<file path="src/logic/irda_pkg.sv">
/*
  constants and types shared by the infrared encoder/decoder files.
  assumes a single 20 MHz system clock and no software-visible registers.
*/
package irda_pkg;
  // ****************************************************************
  // bit timing in baud-rate clocks, divisor reset values and the clock rate
  // ****************************************************************
  localparam int unsigned BAUD_TICKS_PER_BIT = 16;
  localparam logic [3:0]  PULSE_START_TICK   = 4'h7;
  localparam logic [3:0]  PULSE_END_TICK     = 4'hA;
  localparam logic [4:0]  WINDOW_LATE_TICKS  = 5'h08;
  localparam logic [4:0]  WINDOW_LIMIT       = 5'h18;
  localparam logic [15:0] DIVISOR_RESET      = 16'hFFFF;
  localparam logic [7:0]  DIVISOR_BYTE_RESET = 8'hFF;
  localparam real         CLOCK_MHZ          = 20.0;

  // ****************************************************************
  // decoder states
  // ****************************************************************
  typedef enum logic [2:0] {
    DEC_IDLE  = 3'b001,
    DEC_TRACK = 3'b010,
    DEC_OFF   = 3'b100
  } decodeState_t;
endpackage : irda_pkg

</file>
<file path="src/logic/baud_tick_if.sv">
/*
  interface carrying the baud-rate tick and enable between the endec parts.
  assumes all users share clk_sys.
*/
`timescale 1ns/1ps
interface baud_tick_if;
  logic       baudTick;
  logic       endecActive;
  logic [3:0] phase;
  modport source (output baudTick, output endecActive, output phase);
  modport sink   (input baudTick, input endecActive, input phase);
endinterface : baud_tick_if

</file>
<file path="src/logic/baud_tick_gen.sv">
/*
  baud-rate clock divider: one-cycle enable per divisor count of clk_sys.
  assumes the divisor is stable while the uart is enabled.
*/
`timescale 1ns/1ps
module baud_tick_gen (
  input  wire logic                      clk_sys,
  input  wire logic                      rstn,
  input  wire logic                      uartEnable,
  input  wire logic                      infrared_mode_enable,
  input  wire logic [15:0]               baud_divisor_value,
  input  wire logic                      txBitStart,
  baud_tick_if.source                    tick
);
  import irda_pkg::*;

  logic [15:0] divCount_reg;
  logic [15:0] divCount_next;
  logic [3:0]  phase_reg;
  logic        tickNow;
  logic        active;

  // ****************************************************************
  // divider
  // ****************************************************************
  assign active        = uartEnable & infrared_mode_enable;
  // a divisor of zero is treated as one so the tick never stalls
  assign tickNow       = active &
                         ((divCount_reg + 16'h0001) >= baud_divisor_value);
  assign divCount_next = tickNow ? 16'h0000 : divCount_reg + 16'h0001;

  always_ff @(posedge clk_sys or negedge rstn) begin
    if (!rstn) begin
      divCount_reg <= 16'h0000;
      phase_reg    <= 4'h0;
    end else if (!active) begin
      divCount_reg <= 16'h0000;
      phase_reg    <= 4'h0;
    end else begin
      if (txBitStart) begin
        // restart the divider too, so the first bit is a full sixteen ticks
        divCount_reg <= 16'h0000;
        phase_reg    <= 4'h0;
      end else begin
        divCount_reg <= divCount_next;
        if (tickNow) begin
          phase_reg <= phase_reg + 4'h1;
        end
      end
    end
  end

  assign tick.baudTick    = tickNow;
  assign tick.endecActive = active;
  assign tick.phase       = phase_reg;
endmodule : baud_tick_gen

</file>
<file path="src/logic/infrared_endec.sv">
/*
  infrared encoder/decoder between a uart and an infrared transceiver.
  assumes the uart supplies its serial transmit level, its enable and the
  divisor bytes; the receive pin is asynchronous and active-low pulsed.
*/
`timescale 1ns/1ps
module infrared_endec (
  input  wire logic       clk_sys,
  input  wire logic       rstn,
  input  wire logic       uartEnable,
  input  wire logic       infrared_mode_enable,
  input  wire logic [7:0] divisorHigh,
  input  wire logic [7:0] divisorLow,
  input  wire logic       uartTxd,
  input  wire logic       irRxPin,
  output logic            txPin,
  output logic            infrared_pulse_output,
  output logic            uartRxd,
  output logic            rxBusy
);
  import irda_pkg::*;

  // ****************************************************************
  // declarations
  // ****************************************************************
  baud_tick_if  tick ();
  logic [15:0]  baud_divisor_value;
  logic         rxSync1_reg;
  logic         rxSync2_reg;
  logic         rxPrev_reg;
  logic         fallEdge;
  logic         txBit_reg;
  logic         txBusy_reg;
  logic         txPrevUart_reg;
  logic         txBitStart;
  logic         pulseNext;
  logic         pulse_reg;
  logic         rxdNext;
  logic         rxd_reg;
  logic [4:0]   decCount_reg;
  logic [4:0]   decCount_next;
  logic         windowExpired;
  logic         rxAllowed;
  decodeState_t decState_reg;
  decodeState_t decState_next;

  // ****************************************************************
  // divisor and tick
  // ****************************************************************
  // the two byte registers live in the uart and reset to all ones there
  assign baud_divisor_value = {divisorHigh, divisorLow};

  baud_tick_gen u_tick (
    .clk_sys              (clk_sys),
    .rstn                 (rstn),
    .uartEnable           (uartEnable),
    .infrared_mode_enable (infrared_mode_enable),
    .baud_divisor_value   (baud_divisor_value),
    .txBitStart           (txBitStart),
    .tick                 (tick)
  );

  // ****************************************************************
  // encoder
  // ****************************************************************
  // a txd edge while idle realigns the bit frame to the uart
  assign txBitStart = tick.endecActive & !txBusy_reg & (uartTxd != txPrevUart_reg);
  assign pulseNext  = tick.endecActive & !txBit_reg &
                      (tick.phase >= PULSE_START_TICK) &
                      (tick.phase <  PULSE_END_TICK);

  always_ff @(posedge clk_sys or negedge rstn) begin
    if (!rstn) begin
      txBit_reg      <= 1'b1;
      txBusy_reg     <= 1'b0;
      txPrevUart_reg <= 1'b1;
      pulse_reg      <= 1'b0;
    end else begin
      txPrevUart_reg <= uartTxd;
      pulse_reg      <= pulseNext;
      if (txBitStart || (tick.baudTick && tick.phase == 4'hF)) begin
        txBit_reg <= uartTxd;
      end
      if (!tick.endecActive) begin
        txBusy_reg <= 1'b0;
      end else if (txBitStart) begin
        txBusy_reg <= 1'b1;
      end else if (tick.baudTick && tick.phase == 4'hF && uartTxd && txBit_reg) begin
        txBusy_reg <= 1'b0;
      end
    end
  end

  assign infrared_pulse_output = pulse_reg;
  // raw txd stays inside while infrared mode owns the pin
  assign txPin = infrared_mode_enable ? pulse_reg : uartTxd;

  // ****************************************************************
  // decoder input synchroniser
  // ****************************************************************
  always_ff @(posedge clk_sys or negedge rstn) begin
    if (!rstn) begin
      rxSync1_reg <= 1'b1;
      rxSync2_reg <= 1'b1;
      rxPrev_reg  <= 1'b1;
    end else begin
      rxSync1_reg <= irRxPin;
      rxSync2_reg <= rxSync1_reg;
      rxPrev_reg  <= rxSync2_reg;
    end
  end

  // half duplex: the receiver is deaf while a frame is being sent
  assign rxAllowed = tick.endecActive & !txBusy_reg;
  assign fallEdge  = rxAllowed & rxPrev_reg & !rxSync2_reg;

  // ****************************************************************
  // decoder state machine
  // ****************************************************************
  assign windowExpired = (decCount_reg >= WINDOW_LIMIT);

  always_comb begin
    decState_next = decState_reg;
    decCount_next = decCount_reg;
    rxdNext       = rxd_reg;
    unique case (decState_reg)
      DEC_IDLE: begin
        rxdNext = 1'b1;
        if (fallEdge) begin
          decState_next = DEC_TRACK;
          decCount_next = 5'h00;
          rxdNext       = 1'b0;
        end
      end
      DEC_TRACK: begin
        if (fallEdge) begin
          decCount_next = 5'h00;
          rxdNext       = 1'b0;
        end else if (windowExpired) begin
          decState_next = DEC_IDLE;
          rxdNext       = 1'b1;
        end else if (tick.baudTick) begin
          decCount_next = decCount_reg + 5'h01;
          if (decCount_reg == 5'h0F) begin
            rxdNext = 1'b1;
          end
        end
      end
      DEC_OFF: begin
        rxdNext = 1'b1;
        if (rxAllowed) begin
          decState_next = DEC_IDLE;
        end
      end
      default: begin
        decState_next = DEC_IDLE;
        rxdNext       = 1'b1;
      end
    endcase
    if (!rxAllowed) begin
      decState_next = DEC_OFF;
      rxdNext       = 1'b1;
    end
  end

  always_ff @(posedge clk_sys or negedge rstn) begin
    if (!rstn) begin
      decState_reg <= DEC_OFF;
      decCount_reg <= 5'h00;
      rxd_reg      <= 1'b1;
    end else begin
      decState_reg <= decState_next;
      decCount_reg <= decCount_next;
      rxd_reg      <= rxdNext;
    end
  end

  // only the bit level goes to the uart; its own start-bit logic resyncs it
  assign uartRxd = infrared_mode_enable ? rxd_reg : rxSync2_reg;
  assign rxBusy  = (decState_reg == DEC_TRACK);
endmodule : infrared_endec

</file>
<file path="config.mk">
export PLATFORM = sky130hd
export DESIGN_NAME = infrared_endec
export DESIGN_NICKNAME = d
export VERILOG_FILES = /design/src/logic/irda_pkg.sv /design/src/logic/baud_tick_if.sv /design/src/logic/baud_tick_gen.sv /design/src/logic/infrared_endec.sv
export SDC_FILE = /design/constraint.sdc
export NUM_CORES = 1
export LEC_CHECK = 0
export BUFFER_PORTS_ARGS = -buffer_cell sky130_fd_sc_hd__buf_2
export CAP_MARGIN = 15
export CORE_MARGIN = 2
export CORE_UTILIZATION = 59
export DETAILED_ROUTE_END_ITERATION = 10
export GPL_ROUTABILITY_DRIVEN = 0
export PLACE_DENSITY = 0.9
export RECOVER_POWER = 25
export SETUP_SLACK_MARGIN = 0.1
export SYNTH_ARGS = -nofsm -noshare
export SYNTH_HDL_FRONTEND = slang
export SYNTH_HIERARCHICAL = 1
export SYNTH_SLANG_ARGS = --single-unit
</file>
<file path="constraint.sdc">
create_clock -name clk_sys -period 4.3 [get_ports clk_sys]
set_input_delay 0.215 -clock clk_sys [delete_from_list [all_inputs] [get_ports clk_sys]]
set_output_delay 0.215 -clock clk_sys [all_outputs]
set_load 0.01 [all_outputs]
</file>
==> results of run 1 <==
-- path summary, 6_finish.rpt --
check	end	cells after the start
worst max-delay path	decCount_reg[3]	13
worst min-delay path	rxSync1_reg	1
worst max register to register	decCount_reg[3]	13
worst min register to register	rxSync2_reg	0
max in group asynchronous	u_tick/divCount_reg[12]	1
min in group asynchronous	txBusy_reg	1
-- metrics by stage --
stage | total power, W | cell area [sq um] | setup slack [ns] | hold slack (ns) | utilization
global placement | 0.000415 | 2540 | 1.01 | 0.325 | 0.646
floorplan | 0.000391 | 2370 | 1.18 | -0.0806 | -
finish | 0.000705 | 2650 | 0.813 | 0.0189 | 0.673
CTS | 0.000713 | 2660 | 0.826 | 0.0140 | 0.674
global route | 0.000735 | 2650 | 0.522 | 0.00772 | 0.673
detailed placement | 0.000417 | 2540 | 0.863 | 0.323 | 0.646
-- critical path: stages, from the launching register on --
cell	delay, ns
dfrtp_1	0.49
ha_1	0.28
and3_1	0.25
nand3_1	0.11
xnor2_1	0.16
ha_1	0.30
nand2_1	0.05
o21ai_0	0.50
nor3_2	0.18
nand3_1	0.16
and2_1	0.22
nand3_2	0.13
or4_1	0.52
nand3_1	0.09
-- cell type report --
type	count	area, sq um
Timing Repair Buffer	25	123
Clock inverter	3	42.5
Inverter	20	75.1
Multi-Input combinational cell	181	1370
Sequential cell	36	910
Fill cell	313	1290
Tap cell	50	62.6
Clock buffer	5	68.8
-- synth_stat cells (4+ instances only) --
library cell and number:
a21oi_1 11, and3_1 6, dfrtp_1 29, dfstp_2 7, ha_1 20, inv_1 20
nand2_1 22, nand2b_1 7, nand3_1 12, nor2_1 9, nor2b_1 6, nor2b_2 7
nor3b_1 4, o21ai_0 6, xnor2_1 11, xor2_1 5
-- routing by layer --
metal,vias to the layer above,wire (um),GRT usage
met1,847,1970,0.285
li1,900,-,-
met2,43,2200,0.382
met5,-,0,0
met4,0,136,0.107
met3,17,219,0.0583
-- layout by cell type (no fill, tap or decap), types with 2 or more instances in the layout --
master     n
and4_1     2
o21a_1     2
nand4_1    3
dfrtp_1   29
xor2_1     5
o21ai_0    6
and2_1     3
nor2_1     9
nor2b_4    2
inv_1     20
ha_1      20
a21oi_1   11
nor2b_2    7
and3_1     6
dfstp_2    6
nor3_2     2
nor3b_1    4
clkbuf_1   2
nand4_4    2
clkbuf_8   5
mux2_2     2
nor2b_1    6
xnor2_1   11
o211ai_1   3
mux2i_1    3
buf_2     23
nand3_1   12
nor3_1     3
nand2_1   22
a211o_1    2
nand2b_1   7
-- where the power goes --
part           leakage [nW]  total [W]  internal, W  switching (W)
combinational         0.749  0.0000573    0.0000229      0.0000344
clock                0.0541   0.000295     0.000171       0.000124
sequential            0.471   0.000353     0.000346     0.00000641
total                  1.27   0.000705     0.000541       0.000164
-- cells by family (layout without fill, tap and decap cells) --
group,count (synthesis),after routing
compound gates,35,35
xor+xnor,16,16
fa+ha+maj,20,20
buf+inv,22,53
flops,36,36
mux,5,5
simple gates,105,105
==> flow_metrics.py, run 1 <==
metrics = {
    "clocking": {
        "cts_max_level": 2,
        "cts_tree": "built",
        "cts-root-to-sink-buffers": 2,
        "tritoncts.num_buffers": 5,
        "clkSlewWorstSetupHoldPaths_ns": 0.08,
        "worstSkewPairLatency_ns": 0.30,
        "clock-sinks": 36,
        "postCtsSetupBuffers": 0,
        "root_buffer": "clkbuf_8",
        "cts_hold_buffers": 0,
        "post_cts_resize_count": 0,
    },
    "logic_synthesis": {
        "synth_top_family_by_area": "simple AND/OR/NAND/NOR gates",
        "synth_sequential_area_ratio": 0.383,
        "synth.area.top_cells": "dfrtp_1 31%, ha_1 11%, dfstp_2 7.8%, xnor2_1 4.1%, nand2_1 3.5%",
        "synthCells": 239,
        "synth-seq-cells": 36,
        "ys_async_sr_fraction": 1.00,
        "synth_simple_gate_area_share": 0.295,
        "synth_xor_xnor_area_share": 0.0591,
        "synth.area.mux_share": 0.0222,
        "syn_area_per_cell_sq_um": 9.93,
        "synthesis.nets": 281,
        "synth_area_sq_mm": 0.00237,
        "synthDistinctLibCells": 56,
        "yosys_most_used_dff": "dfrtp_1",
        "yosysTopAreaCellShare": 0.306,
        "synth_warnings": 6,
        "synth_top_area_cell": "dfrtp_1",
        "synth-compound-area-share": 0.0970,
        "synth-edff-count": 0,
        "yosys.area_share.adder": 0.105,
    },
    "sta": {
        "setup_viol": 0,
        "skew_ns": 0.0127,
        "max_freq_mhz": 287,
        "rsz0062_at_grt": "no",
        "fin_tns_setup_ns": 0,
        "slew_viol_final": 37,
        "worst_pin_slew_ns": 1.87,
        "timing_hold_violations_final": 0,
        "post-route-period-util": 0.811,
        "post-route-min-period_ns": 3.49,
        "relSlewSlack": -0.247,
    },
    "layout": {
        "area_growth_syn_to_layout_pct": 11.9,
        "fraction_of_layout_cells_with_a_size_suffix_above_1": 0.222,
        "layout.nets": 311,
        "largest_register_ffs": 16,
        "final-instance-count-excl-fill": 320,
        "n_antenna_cell": 0,
    },
    "floorplan": {
        "dieWidth_um": 67.4,
        "boundaryPins": 26,
        "starting_density_of_the_core": 0.602,
        "floorplan.die_area_sq_mm": 0.00454,
        "placement_rows": 23,
        "die_height_um": 67.4,
        "core_region_area_sq_mm": 0.00394,
    },
    "flow_run": {
        "drv_cap": 1,
    },
    "detailed_routing": {
        "antenna_nets_post_route": 0,
        "routed_wire_length_per_instance_um": 14.1,
        "remaining_drc_errors": 0,
        "detail_route.vias_per_cell": 5.65,
        "detail_route.wirelength_um": 4520,
        "num_vias": 1807,
        "drtPass1Iterations": 4,
        "drtIter0Drc": 126,
    },
    "power": {
        "ratio_of_total_power_to_cell_area_mw_per_mm2": 266,
        "worst_ir_drop_vdd_mv": 0.340,
        "power.leakage_nw": 1.27,
    },
    "grt": {
        "vias_in_the_first_global_route": 1792,
        "grt_first_pass_wirelength_um": 7770,
        "groute.usage.overall": 0.232,
        "grt_antenna_before_repair": 0,
        "grt_max_degree": 37,
        "grt_overflow": 0,
    },
    "status": {
        "status": "finished, violations left",
        "failed_checks": "max-capacitance violations, max-slew violations",
    },
    "place": {
        "hpwl_um": 3420,
        "count_of_buffers_from_port_buffering": 25,
        "cell_count_after_placement": 312,
    },
    "setup_path": {
        "reg2reg_slack_ns": 0.81,
        "worst-endpoint-arrival_ns": 3.72,
        "timing.critical_path.to_type": "flop",
        "path_max_fanout": 6,
        "startpoint": "u_tick/divCount_reg[0]",
        "regToRegStartpoint": "u_tick/divCount_reg[0]",
        "required_time_reported_for_the_critical_path_endpoint_ns": 4.54,
        "timing_worst_setup_path_type": "flop to flop",
        "cp-start-kind": "flop",
    },
    "hold_path": {
        "min-delay-start": "irRxPin",
        "hold_crit_path_type": "input port to flop",
    },
}
Note: power is estimated with default switching activity, not from simulation.
==> inputs of run 2 (changes only) <==
--- a/config.mk
+++ b/config.mk
@@ -8,10 +8,10 @@
 export BUFFER_PORTS_ARGS = -buffer_cell sky130_fd_sc_hd__buf_2
 export CAP_MARGIN = 15
 export CORE_MARGIN = 2
-export CORE_UTILIZATION = 59
+export CORE_UTILIZATION = 53
 export DETAILED_ROUTE_END_ITERATION = 10
 export GPL_ROUTABILITY_DRIVEN = 0
-export PLACE_DENSITY = 0.9
+export PLACE_DENSITY = 0.86
 export RECOVER_POWER = 25
 export SETUP_SLACK_MARGIN = 0.1
 export SYNTH_ARGS = -nofsm -noshare
==> constraint.sdc (replaced) <==
create_clock -name clk_sys -period 3.2 [get_ports clk_sys]
set_input_delay 0.16 -clock clk_sys [delete_from_list [all_inputs] [get_ports clk_sys]]
set_output_delay 0.16 -clock clk_sys [all_outputs]
set_load 0.01 [all_outputs]
==> run 2 against run 1 <==
  * The flow still finishes with violations (max-capacitance violations, max-slew violations)
  * Clock skew down 0.0035 ns
  * Largest power group unchanged
  * Wire length up 7.4%
  * Maximum frequency up 15%
  * Die area up 11%
  * Critical path type unchanged
  * Clock power up 22%
  * Sequential share of layout area down 2.2 points
  * Worst setup slack worse by 0.63 ns
  * Register-to-register slack worse by 0.63 ns
  * Global-route usage down 2.5 points
  * Highest routed layer unchanged
  * Largest cell class unchanged
  * Worst hold slack better by 0.037 ns
  * Sequential cell count unchanged
==> flow_metrics.py, run 2 (synthesis results as in run 1) <==
metrics = {
    "detailed_routing": {
        "remaining_drc_errors": 0,
        "drtIter0Drc": 81,
        "detail_route.vias_per_cell": 5.54,
        "drtPass1Iterations": 4,
        "routed_wire_length_per_instance_um": 14.3,
        "antenna_nets_post_route": 0,
        "num_vias": 1884,
        "detail_route.wirelength_um": 4860,
    },
    "status": {
        "failed_checks": "max-capacitance violations, max-slew violations",
        "status": "finished, violations left",
    },
    "setup_path": {
        "startpoint": "u_tick/divCount_reg[8]",
        "critPathMostFrequentCell": "nand3_4",
        "timing_worst_setup_path_type": "flop to flop",
        "critical_path.max_stage_delay_ns": 0.42,
        "crit_path_cell_trace": "and4_4 -> nand3_4 -> nor4_4 -> xor2_1 -> ha_1 -> nand4_1 -> nor3_4 -> nand4_2 -> nand3_2 -> and2_4 -> nand3_4 -> or4_1 -> nand3_1",
        "required_time_reported_for_the_critical_path_endpoint_ns": 3.44,
        "path_max_fanout": 5,
        "critPathSlowestCell": "dfrtp_1",
        "cp-start-kind": "flop",
        "regToRegStartpoint": "u_tick/divCount_reg[8]",
        "worst-endpoint-arrival_ns": 3.26,
        "timing.critical_path.to_type": "flop",
    },
    "sta": {
        "slew_viol_final": 37,
        "rsz0062_at_grt": "yes",
        "timing_hold_violations_final": 0,
        "setup_viol": 0,
        "skew_ns": 0.00916,
        "post-route-period-util": 0.944,
        "finalWorstSetupSlack_ns": 0.178,
        "worst_pin_slew_ns": 1.92,
        "relSlewSlack": -0.280,
        "max_freq_mhz": 331,
        "post-route-min-period_ns": 3.02,
    },
    "layout": {
        "seq_area_sq_um": 911,
        "area_growth_syn_to_layout_pct": 19.9,
        "fin_util": 0.658,
        "final_cell_mix": "28 x dfrtp_1, 22 x nand2_1, 22 x buf_2",
        "finish.instance_area_sq_mm": 0.00284,
        "layout.nets": 329,
        "layout.cells.most_common": "dfrtp_1",
        "n_antenna_cell": 0,
        "area_occupied_by_multi_input_gates_sq_mm": 0.00143,
        "fillers": 345,
        "largest_register_ffs": 16,
        "fraction_of_layout_cells_with_a_size_suffix_above_1": 0.292,
    },
    "place": {
        "placed_cell_area_sq_mm": 0.00262,
        "hpwl_um": 3480,
        "dp_slack_ns": 0.0335,
        "count_of_buffers_from_port_buffering": 25,
    },
    "grt": {
        "groute.usage.overall": 0.206,
        "vias_in_the_first_global_route": 1832,
        "grt_overflow": 0,
        "grt_first_pass_wirelength_um": 8100,
        "grt_antenna_before_repair": 0,
        "grt_max_degree": 37,
    },
    "floorplan": {
        "boundaryPins": 26,
        "die_height_um": 70.9,
        "core_region_area_sq_mm": 0.00432,
        "floorplan.die_area_sq_mm": 0.00503,
        "starting_density_of_the_core": 0.549,
        "placement_rows": 24,
        "dieWidth_um": 70.9,
    },
    "hold_path": {
        "min-delay-start": "uartTxd",
        "hold_crit_path_type": "input port to flop",
    },
    "power": {
        "power.leakage_nw": 1.38,
        "worst_ir_drop_vdd_mv": 0.216,
        "ratio_of_total_power_to_cell_area_mw_per_mm2": 322,
    },
    "clocking": {
        "cts-root-to-sink-buffers": 2,
        "cts_tree": "built",
        "clkSlewWorstSetupHoldPaths_ns": 0.08,
        "root_buffer": "clkbuf_8",
        "clock-sinks": 36,
        "cts_max_level": 2,
        "tritoncts.num_buffers": 5,
        "worstSkewPairLatency_ns": 0.29,
    },
    "flow_run": {
        "drv_cap": 1,
    },
}
==> run 2: cell count changes in the layout (fill, tap and decap cells not counted), sizes merged <==
cell / before / now
clkinv: 1 / 0
clkbuf: 7 / 11
dlygate4sd3: 0 / 2
buf: 23 / 38
clkinvlp: 1 / 0
bufinv: 1 / 0
==> run 2: cell type report <==
| cell class | count | share of cell area |
|---|---|---|
| tap | 52 | 0.0229 |
| multi-input combinational | 181 | 0.503 |
| clock buffer | 8 | 0.0352 |
| timing repair buffer | 43 | 0.0919 |
| inverter | 20 | 0.0264 |
| sequential | 36 | 0.320 |
==> run 2: what timing repair did <==
item                       4_1_cts  5_1_grt
setup endpoints to repair        1        8
resized for setup                2       12
setup buffers                    2        5
hold buffers                     2        0
hold endpoints to repair        30        0
pin swaps                        3       13
==> run 2: path summary, 6_finish.rpt <==
kind                                           to  slack (ns)  cells after the start
max                               decCount_reg[3]        0.18                     13
min                                txPrevUart_reg        0.06                      1
max reg2reg                       decCount_reg[3]        0.18                     13
min reg2reg                           rxSync2_reg        0.37                      0
max in group asynchronous  u_tick/divCount_reg[7]        1.02                      2
min in group asynchronous         decState_reg[1]        0.94                      2
==> run 2: through the flow <==
stage	TNS, ns	hold slack (ns)	std cells	power, W
floorplan	0	-0.136	239	0.000525
global placement	0	0.270	323	0.000559
detailed placement	0	0.267	323	0.000562
CTS	0	0.0115	335	0.000928
global route	-0.00902	0.0525	340	0.000956
finish	0	0.0560	340	0.000917
==> run 2: critical path, delay by kind of cell (launching register included) <==
family,cells,cell delay [ns]
xor+xnor,1,0.12
fa+ha+maj,1,0.32
flops,1,0.42
simple gates,11,2.12
==> run 2: power by group <==
| part | switching (W) | internal (W) |
|---|---|---|
| clock | 0.000164 | 0.000197 |
| sequential | 0.00000730 | 0.000465 |
| combinational | 0.0000491 | 0.0000349 |
==> run 2: routing by layer <==
layer  GRT usage  part of all wire  vias to the layer above  routed length (um)
met5           0                 0                        -                   0
met4      0.0755             0.014                        0                  68
met3      0.0499             0.028                        7                 136
met2       0.352              0.52                       26                2550
met1       0.255              0.43                      913                2100
li1            -                 -                      938                   -
==> inputs of run 3 (changes only) <==
--- a/config.mk
+++ b/config.mk
@@ -8,10 +8,10 @@
 export BUFFER_PORTS_ARGS = -buffer_cell sky130_fd_sc_hd__buf_2
 export CAP_MARGIN = 15
 export CORE_MARGIN = 2
-export CORE_UTILIZATION = 53
+export CORE_UTILIZATION = 59
 export DETAILED_ROUTE_END_ITERATION = 10
 export GPL_ROUTABILITY_DRIVEN = 0
-export PLACE_DENSITY = 0.86
+export PLACE_DENSITY = 0.9
 export RECOVER_POWER = 25
 export SETUP_SLACK_MARGIN = 0.1
 export SYNTH_ARGS = -nofsm -noshare
==> constraint.sdc (replaced) <==
create_clock -name clk_sys -period 3.4 [get_ports clk_sys]
set_input_delay 0.17 -clock clk_sys [delete_from_list [all_inputs] [get_ports clk_sys]]
set_output_delay 0.17 -clock clk_sys [all_outputs]
set_load 0.01 [all_outputs]
==> run 3 against run 2 <==
  * The run still ends with max-capacitance violations, max-slew violations left
  * Via count is 4.6% higher
  * Critical path type unchanged
  * Die area is 9.6% lower
  * Core utilization is 5.8 points higher
  * Power is 9.3% lower
  * Combinational power is 3.8% lower
  * Wire length is 11% higher
  * Clock-buffer cell count is 3 lower
  * Final cell count is 0.29% lower
==> flow_metrics.py, run 3 (synthesis results as in run 1) <==
metrics = {
    "hold_path": {
        "holdPathStages": 1,
        "min-delay-start": "uartTxd",
        "hold_crit_path_type": "input port to flop",
        "hold_end": "txPrevUart_reg",
    },
    "power": {
        "worst_ir_drop_vdd_mv": 0.238,
        "seqPwrFrac": 0.536,
        "swShare": 0.262,
        "power.share.combinational": 0.097,
        "p_switching_w": 0.000218,
        "ratio_of_total_power_to_cell_area_mw_per_mm2": 295,
        "power.leakage_nw": 1.37,
        "cell_internal_pwr_w": 0.000614,
        "power.clock.fraction": 0.367,
    },
    "setup_path": {
        "r2r.worst_path.cells": 13,
        "worst-endpoint-arrival_ns": 3.43,
        "regToRegStartpoint": "u_tick/divCount_reg[1]",
        "path_max_fanout": 5,
        "critPathSlowestCell": "or4_1",
        "required_time_reported_for_the_critical_path_endpoint_ns": 3.64,
        "reg2reg_slack_ns": 0.21,
        "critical_path.max_stage_delay_ns": 0.51,
        "critical_path.reg2reg.endpoint": "decCount_reg[3]",
        "critPathTopFamily": "simple AND/OR/NAND/NOR gates",
        "worstPathBufferInverterCount": 0,
        "timing_worst_setup_path_type": "flop to flop",
        "timing.critical_path.to_type": "flop",
        "cp-start-kind": "flop",
        "crit_path_cell_trace": "ha_2 -> and3_4 -> nand3_1 -> xnor2_1 -> ha_1 -> nand4_1 -> nor3_2 -> nand4_2 -> nand3_2 -> and2_4 -> nand3_2 -> or4_1 -> nand3_1",
    },
    "layout": {
        "layout.nets": 330,
        "area_occupied_by_multi_input_gates_sq_mm": 0.00142,
        "final_cell_mix": "28 x dfrtp_1, 22 x nand2_1, 22 x buf_2",
        "area_growth_syn_to_layout_pct": 18.9,
        "largest_register_ffs": 16,
        "fillers": 273,
        "layout.cells.most_common": "dfrtp_1",
        "n_antenna_cell": 0,
        "seq_area_sq_um": 911,
        "fraction_of_layout_cells_with_a_size_suffix_above_1": 0.301,
    },
    "floorplan": {
        "placement_rows": 23,
        "boundaryPins": 26,
        "starting_density_of_the_core": 0.602,
        "dieWidth_um": 67.4,
        "core_region_area_sq_mm": 0.00394,
        "die_height_um": 67.4,
        "floorplan.die_area_sq_mm": 0.00454,
    },
    "grt": {
        "groute.usage.overall": 0.244,
        "grt_overflow": 0,
        "grt_first_pass_wirelength_um": 8140,
        "vias_in_the_first_global_route": 1844,
        "grt_max_degree": 37,
        "grt_antenna_before_repair": 0,
    },
    "clocking": {
        "cts_max_level": 2,
        "tritoncts.num_buffers": 5,
        "root_buffer": "clkbuf_8",
        "clock-sinks": 36,
        "cts-root-to-sink-buffers": 2,
        "clkSlewWorstSetupHoldPaths_ns": 0.08,
        "worstSkewPairLatency_ns": 0.30,
        "cts_tree": "built",
    },
    "sta": {
        "slew_viol_final": 37,
        "relSlewSlack": -0.261,
        "hold-worst-slack_ns": 0.0655,
        "post-route-period-util": 0.937,
        "worst_pin_slew_ns": 1.89,
        "max_freq_mhz": 314,
        "skew_ns": 0.0127,
        "rsz0062_at_grt": "no",
        "timing_hold_violations_final": 0,
        "post-route-min-period_ns": 3.19,
        "fin_tns_setup_ns": 0,
        "setup_viol": 0,
    },
    "detailed_routing": {
        "antenna_nets_post_route": 0,
        "drtPass1Iterations": 4,
        "remaining_drc_errors": 0,
        "routed_wire_length_per_instance_um": 15.8,
        "num_vias": 1971,
        "detail_route.wirelength_um": 5370,
        "drtIter0Drc": 158,
        "detail_route.vias_per_cell": 5.81,
    },
    "flow_run": {
        "drv_cap": 1,
    },
    "status": {
        "failed_checks": "max-capacitance violations, max-slew violations",
        "status": "finished, violations left",
    },
    "place": {
        "hpwl_um": 3720,
        "count_of_buffers_from_port_buffering": 25,
    },
}
-- run 3: per-layer routing --
layer	share of wire	wire (um)	GRT usage	vias up
met4	0.025	135	0.0893	0
li1	-	-	-	942
met3	0.036	194	0.0533	14
met1	0.39	2120	0.284	955
met5	0	0	0	-
met2	0.54	2920	0.437	60
-- run 3: worst reg2reg max path: cells and delay by family, from the launching register on --
kind	cells	cell delay (ns)
flip-flops	1	0.44
adder cells (fa/ha/maj)	2	0.55
XOR/XNOR	1	0.17
AND/OR/NAND/NOR	10	1.99
-- run 3: cell type report --
cell class              count  area share
clock inverters             3     0.00665
flip-flops and latches     36       0.323
clock buffers               5      0.0244
inverters                  20      0.0266
well taps                  50      0.0222
multi-input cells         181       0.502
repair buffers             44      0.0954
-- run 3: metrics by stage --
stage	setup WS (ns)	instance area (sq um)	total power, W	util	cells
floorplan	0.280	2370	0.000494	-	239
global placement	0.184	2570	0.000525	0.653	316
detailed placement	0.0124	2570	0.000529	0.653	316
CTS	0.101	2700	0.000831	0.685	328
global route	0.00108	2820	0.000870	0.715	339
finish	0.214	2820	0.000832	0.715	339
-- run 3: power by group through the flow --
stage          Sequential, W  Clock, W  Combinational [W]
3_5_place_dp        0.000453         0          0.0000764
2_1_floorplan       0.000452         0          0.0000423
5_1_grt             0.000446  0.000332          0.0000919
3_3_place_gp        0.000453         0          0.0000728
6_report            0.000446  0.000305          0.0000808
4_1_cts             0.000445  0.000307          0.0000790
-- run 3: worst max-delay path by stage --
| stage | from | end | slack, ns | depth (start not counted) |
|---|---|---|---|---|
| after floorplan | u_tick/divCount_reg[2] | decCount_reg[3] | 0.28 | 13 |
| after CTS | u_tick/divCount_reg[1] | decCount_reg[3] | 0.10 | 13 |
| after detailed placement | u_tick/divCount_reg[1] | decCount_reg[3] | 0.01 | 13 |
| after global routing | u_tick/divCount_reg[9] | decCount_reg[3] | 0.001 | 13 |
| after global placement | u_tick/divCount_reg[2] | decCount_reg[3] | 0.18 | 13 |
| final | u_tick/divCount_reg[1] | decCount_reg[3] | 0.21 | 13 |
-- run 3: timing repair --
| action | CTS | global route |
|---|---|---|
| endpoints found under the setup margin | 2 | 8 |
| buffers inserted | 2 | 11 |
| endpoints found under the hold margin | 30 | 0 |
| gates resized for setup | 1 | 12 |
| pin swaps | 3 | 10 |
| hold buffers | 2 | 0 |
